--- config.mk ---
export PLATFORM = sky130hd
export DESIGN_NAME = dsss_rate_select
export DESIGN_NICKNAME = d
export VERILOG_FILES = /design/src/hdl/dsss_rate_select.v
export VERILOG_INCLUDE_DIRS = /design/src /design/src/hdl
export SDC_FILE = /design/constraint.sdc
export NUM_CORES = 1
export LEC_CHECK = 0
export BUFFER_PORTS_ARGS = -buffer_cell sky130_fd_sc_hd__buf_2
export CORE_UTILIZATION = 42
export CTS_BUF_LIST = sky130_fd_sc_hd__clkbuf_16
export DETAILED_ROUTE_END_ITERATION = 10
export HOLD_SLACK_MARGIN = 0.15
export PLACE_DENSITY = 0.8
export SYNTH_ARGS = -nofsm -noshare
export SYNTH_HDL_FRONTEND = slang
export SYNTH_SLANG_ARGS = --single-unit
--- constraint.sdc ---
create_clock -name clk_in -period 1.65 [get_ports clk_in]
set_input_delay 0.165 -clock clk_in [delete_from_list [all_inputs] [get_ports clk_in]]
set_output_delay 0.165 -clock clk_in [all_outputs]
set_load 0.005 [all_outputs]
--- src/hdl/dsss_rate_select_consts.vh ---
`ifndef DSSS_RATE_SELECT_CONSTS_VH
`define DSSS_RATE_SELECT_CONSTS_VH

// ----------------------------------------
// Register map
// ----------------------------------------
`define RATE_CONFIG_ADDR     8'h04
`define RATE_CONFIG_RESET    8'h00
`define RATE_USED_MASK       8'h07

// ----------------------------------------
// Field positions
// ----------------------------------------
`define CODE_WIDTH_BIT       2
`define DATA_RATE_BIT        1
`define SAMPLE_RATE_BIT      0

// ----------------------------------------
// Derived figures
// ----------------------------------------
`define CHIPS_LONG           7'd64
`define CHIPS_SHORT          7'd32
`define OVERSAMPLE_LOW       4'd6
`define OVERSAMPLE_HIGH      4'd12
`define THROUGHPUT_BASE      3'd1
`define THROUGHPUT_DOUBLE    3'd2
`define THROUGHPUT_QUAD      3'd4
`define BITS_SINGLE          2'd1
`define BITS_DOUBLE          2'd2

`endif

--- src/hdl/dsss_rate_select.v ---
`timescale 1ns/10ps
`default_nettype none
`include "dsss_rate_select_consts.vh"

module dsss_rate_select (
  input  wire       clk_in,
  input  wire       reset_in,
  input  wire       reg_write_in,
  input  wire [7:0] reg_addr_in,
  input  wire [7:0] reg_wdata_in,
  output reg  [7:0] reg_rdata_out,
  output reg  [6:0] chips_per_code_out,
  output reg  [1:0] bits_per_code_out,
  output reg  [3:0] oversample_out,
  output reg        high_sensitivity_out,
  output reg        dual_code_enable_out,
  output reg  [2:0] throughput_factor_out,
  output reg        config_invalid_out
);

  // ----------------------------------------
  // Configuration register
  // ----------------------------------------
  // Reserved bits are not stored, so they always read back as zero.
  localparam [7:0] config_addr = `RATE_CONFIG_ADDR;
  localparam [7:0] used_mask   = `RATE_USED_MASK;
  localparam [7:0] reset_image = `RATE_CONFIG_RESET;
  localparam       field_count = 3;

  wire                   hit;
  wire [field_count-1:0] rate_config;

  assign hit = reg_write_in && (reg_addr_in == config_addr);

  // One storage bit per field, so a new field only widens the loop.
  genvar field_idx;
  generate
    for (field_idx = 0; field_idx < field_count; field_idx = field_idx + 1) begin : field_store
      reg field_reg;

      always @(posedge clk_in or posedge reset_in) begin
        if (reset_in) begin
          field_reg <= reset_image[field_idx];
        end else if (hit) begin
          field_reg <= reg_wdata_in[field_idx] & used_mask[field_idx];
        end
      end

      assign rate_config[field_idx] = field_reg;
    end
  endgenerate

  // ----------------------------------------
  // Mode decode
  // ----------------------------------------
  wire short_code;
  wire double_rate;
  wire sample_high;

  assign short_code  = rate_config[`CODE_WIDTH_BIT];
  assign double_rate = rate_config[`DATA_RATE_BIT];
  assign sample_high = rate_config[`SAMPLE_RATE_BIT];

  reg [6:0] chips_next;
  reg [1:0] bits_next;
  reg [3:0] over_next;
  reg [2:0] thru_next;
  reg       sens_next;
  reg       invalid_next;

  // Every combination is spelled out so the illegal ones are easy to audit.
  // Invalid settings are flagged rather than refused, so software sees them.
  always @* begin
    chips_next   = `CHIPS_LONG;
    bits_next    = `BITS_SINGLE;
    over_next    = `OVERSAMPLE_LOW;
    thru_next    = `THROUGHPUT_BASE;
    sens_next    = 1'b0;
    invalid_next = 1'b0;
    case ({short_code, double_rate, sample_high})
      3'h0: begin
        chips_next   = `CHIPS_LONG;
        bits_next    = `BITS_SINGLE;
        over_next    = `OVERSAMPLE_LOW;
        thru_next    = `THROUGHPUT_BASE;
        sens_next    = 1'b0;
        invalid_next = 1'b0;
      end
      3'h1: begin
        // Long codes make the sample bit a don't-care.
        chips_next   = `CHIPS_LONG;
        bits_next    = `BITS_SINGLE;
        over_next    = `OVERSAMPLE_LOW;
        thru_next    = `THROUGHPUT_BASE;
        sens_next    = 1'b0;
        invalid_next = 1'b1;
      end
      3'h2: begin
        // A long code cannot be split, so it still carries one bit.
        chips_next   = `CHIPS_LONG;
        bits_next    = `BITS_SINGLE;
        over_next    = `OVERSAMPLE_LOW;
        thru_next    = `THROUGHPUT_BASE;
        sens_next    = 1'b0;
        invalid_next = 1'b1;
      end
      3'h3: begin
        chips_next   = `CHIPS_LONG;
        bits_next    = `BITS_SINGLE;
        over_next    = `OVERSAMPLE_LOW;
        thru_next    = `THROUGHPUT_BASE;
        sens_next    = 1'b0;
        invalid_next = 1'b1;
      end
      3'h4: begin
        chips_next   = `CHIPS_SHORT;
        bits_next    = `BITS_SINGLE;
        over_next    = `OVERSAMPLE_LOW;
        thru_next    = `THROUGHPUT_DOUBLE;
        sens_next    = 1'b0;
        invalid_next = 1'b0;
      end
      3'h5: begin
        // Only short codes at normal rate may use 12x sampling.
        chips_next   = `CHIPS_SHORT;
        bits_next    = `BITS_SINGLE;
        over_next    = `OVERSAMPLE_HIGH;
        thru_next    = `THROUGHPUT_DOUBLE;
        sens_next    = 1'b1;
        invalid_next = 1'b0;
      end
      3'h6: begin
        // Double rate splits the 32-chip code into two 16-chip halves.
        chips_next   = `CHIPS_SHORT;
        bits_next    = `BITS_DOUBLE;
        over_next    = `OVERSAMPLE_LOW;
        thru_next    = `THROUGHPUT_QUAD;
        sens_next    = 1'b0;
        invalid_next = 1'b0;
      end
      3'h7: begin
        // Double rate makes the sample bit a don't-care.
        chips_next   = `CHIPS_SHORT;
        bits_next    = `BITS_DOUBLE;
        over_next    = `OVERSAMPLE_LOW;
        thru_next    = `THROUGHPUT_QUAD;
        sens_next    = 1'b0;
        invalid_next = 1'b1;
      end
      default: begin
        chips_next   = `CHIPS_LONG;
        bits_next    = `BITS_SINGLE;
        over_next    = `OVERSAMPLE_LOW;
        thru_next    = `THROUGHPUT_BASE;
        sens_next    = 1'b0;
        invalid_next = 1'b1;
      end
    endcase
  end

  // ----------------------------------------
  // Registered outputs
  // ----------------------------------------
  always @(posedge clk_in or posedge reset_in) begin
    if (reset_in) begin
      reg_rdata_out <= reset_image;
    end else if (reg_addr_in == config_addr) begin
      reg_rdata_out <= {5'h00, rate_config};
    end else begin
      reg_rdata_out <= 8'h00;
    end
  end

  always @(posedge clk_in or posedge reset_in) begin
    if (reset_in) begin
      chips_per_code_out <= `CHIPS_LONG;
    end else begin
      chips_per_code_out <= chips_next;
    end
  end

  always @(posedge clk_in or posedge reset_in) begin
    if (reset_in) begin
      bits_per_code_out <= `BITS_SINGLE;
    end else begin
      bits_per_code_out <= bits_next;
    end
  end

  always @(posedge clk_in or posedge reset_in) begin
    if (reset_in) begin
      oversample_out <= `OVERSAMPLE_LOW;
    end else begin
      oversample_out <= over_next;
    end
  end

  always @(posedge clk_in or posedge reset_in) begin
    if (reset_in) begin
      high_sensitivity_out <= 1'b0;
    end else begin
      high_sensitivity_out <= sens_next;
    end
  end

  // With 12x at normal rate the second correlator is given up.
  always @(posedge clk_in or posedge reset_in) begin
    if (reset_in) begin
      dual_code_enable_out <= 1'b1;
    end else begin
      dual_code_enable_out <= !sens_next;
    end
  end

  always @(posedge clk_in or posedge reset_in) begin
    if (reset_in) begin
      throughput_factor_out <= `THROUGHPUT_BASE;
    end else begin
      throughput_factor_out <= thru_next;
    end
  end

  always @(posedge clk_in or posedge reset_in) begin
    if (reset_in) begin
      config_invalid_out <= 1'b0;
    end else begin
      config_invalid_out <= invalid_next;
    end
  end

endmodule
`default_nettype wire

== Yosys cells after proc, flatten, opt, wreduce, memory -nomap -nowiden ==
Memory sizes are Yosys's and may differ from the RTL's.
Index checks and enable logic that the tools add are counted.

* Register bits: 30
* Bits in read-only memories: 88
* Bits of input ports: 19
* Output and inout port bits: 27
* Word-level logic and storage cells: 16
* Memories: 1

{| class="wikitable"
|+ Memory list
! memory !! words !! width !! rd ports !! clocked after Yosys merged registers in !! wr ports !! line !! source
|-
| (no name shown) || 8 || 11 || 1 || 0 || 0 || dsss_rate_select.v:80 || <nowiki>case ({short_code, double_rate, sample_high})</nowiki>
|}

* Eq/ne operators: 1
* Muxes and demuxes: 1
* Reduce and logical (&&, ||, !) cells: 2

{| class="wikitable"
|+ Operators by type and width
! kind !! number
|-
| $eq A8 B3 Y1 const B || 1
|-
| $mux W3 || 1
|-
| $logic_and A1 B1 Y1 || 1
|-
| $logic_not A1 Y1 || 1
|}

== Longest topological paths before layout ==
Gate-level depths: netlist of run 1.

* Word-level depth: 2
* Depth in mapped cells: 3
* Gate-level depth less buffers: 3

== Worst setup path before layout of run 1 ==
Ideal clock, no wire load.

* Path kind: input-to-reg
* Start: in reg_addr_in[5]
* End: reg field_store[1].field_reg, in the netlist double_rate
* Library setup time: 0.127 ns
* Data arrival time: 0.912 ns
* Required time: 1.523 ns
* Slack: 0.610 ns
* Stages: 3
* Path buffers: 0
* Cells stage by stage: nor4_4 > nand3_2 > mux2_1

* Longest elaborated chain between the ends: 2

{| class="wikitable"
|+ RTL lines
! element !! line !! source
|-
| start: declaration || dsss_rate_select.v:9 || <nowiki>input wire [7:0] reg_addr_in,</nowiki>
|-
| $eq A8 B3 Y1 || dsss_rate_select.v:33 || <nowiki>assign hit = reg_write_in && (reg_addr_in == config_addr);</nowiki>
|-
| $logic_and A1 B1 Y1 || dsss_rate_select.v:33 ||
|-
| end signal: assignment || dsss_rate_select.v:43 || <nowiki>field_reg <= reset_image[field_idx];</nowiki>
|-
| end signal: assignment || dsss_rate_select.v:45 || <nowiki>field_reg <= reg_wdata_in[field_idx] & used_mask[field_idx];</nowiki>
|-
| end: declaration || dsss_rate_select.v:39 || <nowiki>reg field_reg;</nowiki>
|}

Every way passes these cells.
A chain may end at the register's enable or synchronous reset.

== Worst setup path after layout of run 1 ==
* Start: reg throughput_factor_out[0]
* End: out throughput_factor_out[0]

{| class="wikitable"
|+ RTL lines
! element !! line !! source
|-
| start: declaration || dsss_rate_select.v:17 || <nowiki>output reg [2:0] throughput_factor_out,</nowiki>
|-
| start signal: assignment || dsss_rate_select.v:217 || <nowiki>throughput_factor_out <= `THROUGHPUT_BASE;</nowiki>
|-
| start signal: assignment || dsss_rate_select.v:219 || <nowiki>throughput_factor_out <= thru_next;</nowiki>
|}

No word-level cell between the ends.

==> flow_summary.yaml, run 1 <==
setup_path:
  worstSetupPathType: "reg2out"
  cp_slowest_cell: "dfstp_2"
  cp.depth: 1
  r2r_setup_slack_ns: 0.75
  arrival_ns: 0.86
  startpoint: "throughput_factor_out[0]"
  critPathCaptureType: "output pin"
  crit_chain: "buf_2"
  r2r-start: "field_store[2].field_reg"
  cp_num_buf_inv: 1
  crit_family: "flip-flops"
  setup.worst_path.end: "throughput_factor_out[0]"
  crit_required_ns: 1.48
  reg2reg_depth: 3
  cp_slowest_stage_delay_ns: 0.51
  crit_path_max_fanout: 2
  timing.rr.end: "oversample_out[3]"
  critPathLaunchType: "register"
sta:
  finClkSkew_ns: 0.00159
  rsz0062_at_grt: "false"
  timing.setup.tns_ns: 0
  worst_pin_slew_ns: 0.524
  finalCritPeriodShare: 0.620
  final_max_slew_viol_count: 0
  clock.fmax_mhz: 978
  setup_viol: 0
  hold_viol: 0
  slew_headroom: 0.650
  period_minus_slack_ns: 1.02
floorplan:
  die_area_um2: 1720
  fp.dieH_um: 41.4
  core_um2: 1370
  row_count: 13
  io_pins: 46
  dieWidth_um: 41.4
  floorplan.initialDensity: 0.478
routing:
  vias: 405
  drt_iter0_drc: 6
  avgRoutedWirePerCell_um: 10.4
  ant_nets: 0
  viasPerCell: 4.18
  drcViolationCount: 0
  routed_wl_um: 1010
  drt_first_pass_iters: 4
clock_network:
  cts_max_path_buffers: 2
  post_cts_resized: 0
  cts_buffers: 3
  cts.clk_slew.worst_paths_ns: 0.05
  ctsHtreeMaxLevel: 1
  cts.sinks: 15
  clock_latency_ns: 0.24
  cts_tree: "done"
  cts-root-buf: "clkbuf_16"
min_path:
  min_path_type: "in2reg"
  hold_start: "reg_write_in"
yosys:
  syn_avg_cell_area_um2: 12.8
  ys.warnings.count: 0
  ys_seq_area_frac: 0.582
  ys_types: 14
  synth_cells: 51
  synthesis.area_um2: 653
  ys_seq_elements: 15
power:
  power.leakage_uw: 0.000491
  intPower_uw: 732
  seqPwrFrac: 0.424
  netSwitchingFraction: 0.195
  p_clk_frac: 0.510
  p_per_area_nw_per_um2: 1060
  power_switching_uw: 177
  ir_drop_mv: 0.474
  total_power_uw: 909
  power_frac_comb: 0.066
layout:
  drive_above_1_share: 0.512
  areaGrowthSynthToFinish_pct: 31.2
  utilization: 0.627
  max_flop_register: "reg_rdata_out"
  design_area_um2: 857
  nNetsFinal: 102
  n_antenna_cell: 0
  largest_reg_flops: 3
global_route:
  grt_max_degree: 16
  antenna_found_initial: 0
  grt_usage: 0.139
  grt_pass1_vias: 410
  grt_pass1_wl_um: 1750
  grt_overflow: 0
placed_design:
  io_buffers: 28
  place_congestion: 0.689
  place_area_um2: 737
  dp_hpwl_um: 699
run_status:
  status: "finished clean"
flow_run:
  max-cap-violations: 0
[final cells by class]
cell class	count	area (um^2)
clock buffer	3	75.1
fill	109	509
sequential	15	380
timing repair buffer	32	180
tap	15	18.8
multi-input combinational	27	183
clock inverter	1	5.00
inverter	4	15.0
[cell usage after synthesis, drive strengths merged]
library cell / count / area, um^2
nand2: 3 / 11.3
nor4b: 1 / 23.8
conb: 2 / 7.51
and3: 3 / 22.5
nor4: 1 / 21.3
nand3: 1 / 10.0
dfstp: 4 / 105
inv: 4 / 15.0
nor2: 1 / 3.75
dfrtp: 11 / 275
buf: 15 / 113
a21oi: 1 / 5.00
nor2b: 1 / 6.26
mux2: 3 / 33.8
[metal layers]
| metal | GRT usage | wire, um |
|---|---|---|
| met5 | 0 | 0 |
| met3 | 0.0391 | 78 |
| met4 | 0.0968 | 24 |
| met2 | 0.256 | 540 |
| met1 | 0.127 | 369 |
[how the worst min path moves through the flow]
stage | endpoint | cells past startpoint
floorplan | bits_per_code_out[1] | 1
CTS | field_store[2].field_reg | 3
global placement | oversample_out[3] | 2
finish | double_rate | 3
global route | field_store[2].field_reg | 3
detailed placement | config_invalid_out | 2
[through the flow]
step                instances  hold WS, ns  setup WS, ns
global route               97        0.293         0.587
detailed placement         89        0.224         0.416
CTS                        97        0.271         0.622
finish                     97        0.268         0.627
global placement           89        0.211         0.442
floorplan                  61       0.0636         0.610
[cell usage in the layout, fill, tap and decap left out, types with 3 or more instances in the layout]
cell type,n
and3_2,3
buf_2,28
clkbuf_16,3
conb_1,12
dfrtp_1,11
dfstp_2,4
dlygate4sd3_1,4
inv_1,4
mux2_1,3
nand2_1,3
[power by group through the flow]
stage / clock, uW / sequential (uW) / combinational [uW]
2_1_floorplan: 0 / 391 / 45.1
3_3_place_gp: 0 / 391 / 51.3
3_5_place_dp: 0 / 391 / 52.7
4_1_cts: 472 / 385 / 60.0
5_1_grt: 496 / 386 / 67.5
6_report: 463 / 385 / 59.9
[cells by family after synthesis]
| family | after synthesis | synth area share |
|---|---|---|
| AOI/OAI and AO/OA | 1 | 0.00766 |
| buffers and inverters | 19 | 0.195 |
| DFF | 15 | 0.582 |
| muxes | 3 | 0.0517 |
| other | 2 | 0.0115 |
| and+or+nand+nor | 11 | 0.151 |
[timing repair]
action                                 4_1_cts  5_1_grt
setup buffers                                0        0
hold buffers                                 4        0
endpoints found under the hold margin       14        0
Note: power is estimated with default switching activity, not from simulation.
==> run 2, diff against run 1 <==
--- a/config.mk
+++ b/config.mk
@@ -7,11 +7,11 @@
 export NUM_CORES = 1
 export LEC_CHECK = 0
 export BUFFER_PORTS_ARGS = -buffer_cell sky130_fd_sc_hd__buf_2
-export CORE_UTILIZATION = 42
+export CORE_UTILIZATION = 39
 export CTS_BUF_LIST = sky130_fd_sc_hd__clkbuf_16
 export DETAILED_ROUTE_END_ITERATION = 10
 export HOLD_SLACK_MARGIN = 0.15
-export PLACE_DENSITY = 0.8
+export PLACE_DENSITY = 0.75
 export SYNTH_ARGS = -nofsm -noshare
 export SYNTH_HDL_FRONTEND = slang
 export SYNTH_SLANG_ARGS = --single-unit
==> constraint.sdc (replaced) <==
create_clock -name clk_in -period 1 [get_ports clk_in]
set_input_delay 0.1 -clock clk_in [delete_from_list [all_inputs] [get_ports clk_in]]
set_output_delay 0.1 -clock clk_in [all_outputs]
set_load 0.005 [all_outputs]
==> flow_summary.yaml, run 2 (synthesized netlist as in run 1, its figures left out) <==
run_status:
  status: "finished clean"
setup_path:
  crit_chain: "buf_2"
  crit_path_max_fanout: 2
  r2r-start: "field_store[2].field_reg"
  crit_required_ns: 0.90
  cp_slowest_stage_delay_ns: 0.52
  crit_family: "flip-flops"
  startpoint: "throughput_factor_out[0]"
  cp_num_buf_inv: 1
  worstSetupPathType: "reg2out"
  arrival_ns: 0.87
  critPathCaptureType: "output pin"
  critPathLaunchType: "register"
  cp_slowest_cell: "dfstp_2"
power:
  p_clk_frac: 0.504
  p_per_area_nw_per_um2: 1720
  seqPwrFrac: 0.428
  power.leakage_uw: 0.000498
  power_frac_comb: 0.068
  intPower_uw: 1200
  netSwitchingFraction: 0.191
  power_switching_uw: 285
  ir_drop_mv: 0.671
routing:
  ant_nets: 0
  drt_iter0_drc: 0
  drt_first_pass_iters: 1
  met2_length_um: 440
  top_layer_used: "met4"
  routed_wl_um: 924
  drcViolationCount: 0
  avgRoutedWirePerCell_um: 9.33
  wl_met1_um: 334
  wl_met3_um: 106
  vias: 422
  viasPerCell: 4.26
global_route:
  grt_pass1_wl_um: 1520
  antenna_found_initial: 0
  grt_pass1_vias: 390
  grt_overflow: 0
  grt_usage: 0.121
  grt_max_degree: 16
layout:
  n_antenna_cell: 0
  layout_common_cells: "buf_2 (28), conb_1 (12), dfrtp_1 (11)"
  largest_reg_flops: 3
  nNetsFinal: 103
  layout_commonest_cell: "buf_2"
  areaGrowthSynthToFinish_pct: 32.8
  nFillCells: 142
  drive_above_1_share: 0.518
  max_flop_register: "reg_rdata_out"
  design_area_um2: 867
  finalNonFillerCells: 99
placed_design:
  place_area_um2: 746
  dp.cells: 91
  dp_hpwl_um: 688
  place_ws_ns: -0.183
  place_congestion: 0.694
  io_buffers: 28
sta:
  rsz0062_at_grt: "false"
  period_minus_slack_ns: 0.971
  whs_ns: 0.206
  clock.fmax_mhz: 1030
  final_max_slew_viol_count: 0
  finalCritPeriodShare: 0.971
  slew_headroom: 0.648
  fin_ws_ns: 0.0291
  hold_viol: 0
  setup_viol: 0
  worst_pin_slew_ns: 0.527
  finClkSkew_ns: 0.00233
floorplan:
  row_count: 14
  floorplan.initialDensity: 0.424
  fp.dieH_um: 42.9
  io_pins: 46
  core_um2: 1540
  dieWidth_um: 42.9
  die_area_um2: 1840
clock_network:
  ctsHtreeMaxLevel: 1
  cts-root-buf: "clkbuf_16"
  cts_max_path_buffers: 2
  cts_buffers: 3
  cts.clk_slew.worst_paths_ns: 0.05
  cts.sinks: 15
  clock_latency_ns: 0.24
  cts_tree: "done"
min_path:
  hold_start: "reg_write_in"
  min_path_type: "in2reg"
flow_run:
  max-cap-violations: 0
-- run 2: through the flow --
stage / total power, uW / utilization / TNS, ns
floorplan: 720 / - / 0
global placement: 732 / 0.484 / -0.391
detailed placement: 735 / 0.484 / -0.530
CTS: 1500 / 0.561 / 0
global route: 1550 / 0.563 / 0
finish: 1490 / 0.563 / 0
-- run 2: final timing paths --
check	end	slack, ns	cells past startpoint
setup / recovery	throughput_factor_out[0]	0.03	1
hold / removal	double_rate	0.21	3
setup reg to reg	field_store[2].field_reg	0.13	1
hold reg to reg	dual_code_enable_out	0.47	1
max in group asynchronous	oversample_out[1]	0.20	3
min in group asynchronous	reg_rdata_out[0]	0.44	3
-- run 2: final cells by class --
type	count	area (um^2)	share of cell area
sequential	15	380	0.439
timing repair buffer	33	188	0.216
multi-input combinational	27	185	0.214
clock buffer	3	75.1	0.0866
tap	16	20.0	0.0231
inverter	4	15.0	0.0173
clock inverter	1	3.75	0.00433
-- run 2: metal layers --
layer,track usage,up-vias
met5,0,-
met4,0.113,0
met3,0.0596,5
met2,0.191,29
met1,0.112,192
li1,-,196
-- run 2: timing repair --
action | 4_1_cts | 5_1_grt
hold endpoints to repair | 14 | 0
buffers inserted | 0 | 0
setup endpoints to repair | 0 | 1
gates resized for setup | 0 | 1
hold buffers | 4 | 0
-- run 2: power groups by stage --
stage	clock network, uW	logic, uW	registers [uW]
CTS	765	101	637
finish	751	101	637
global route	797	115	638
detailed placement	0	89.2	646
floorplan	0	74.4	645
global placement	0	87.2	645
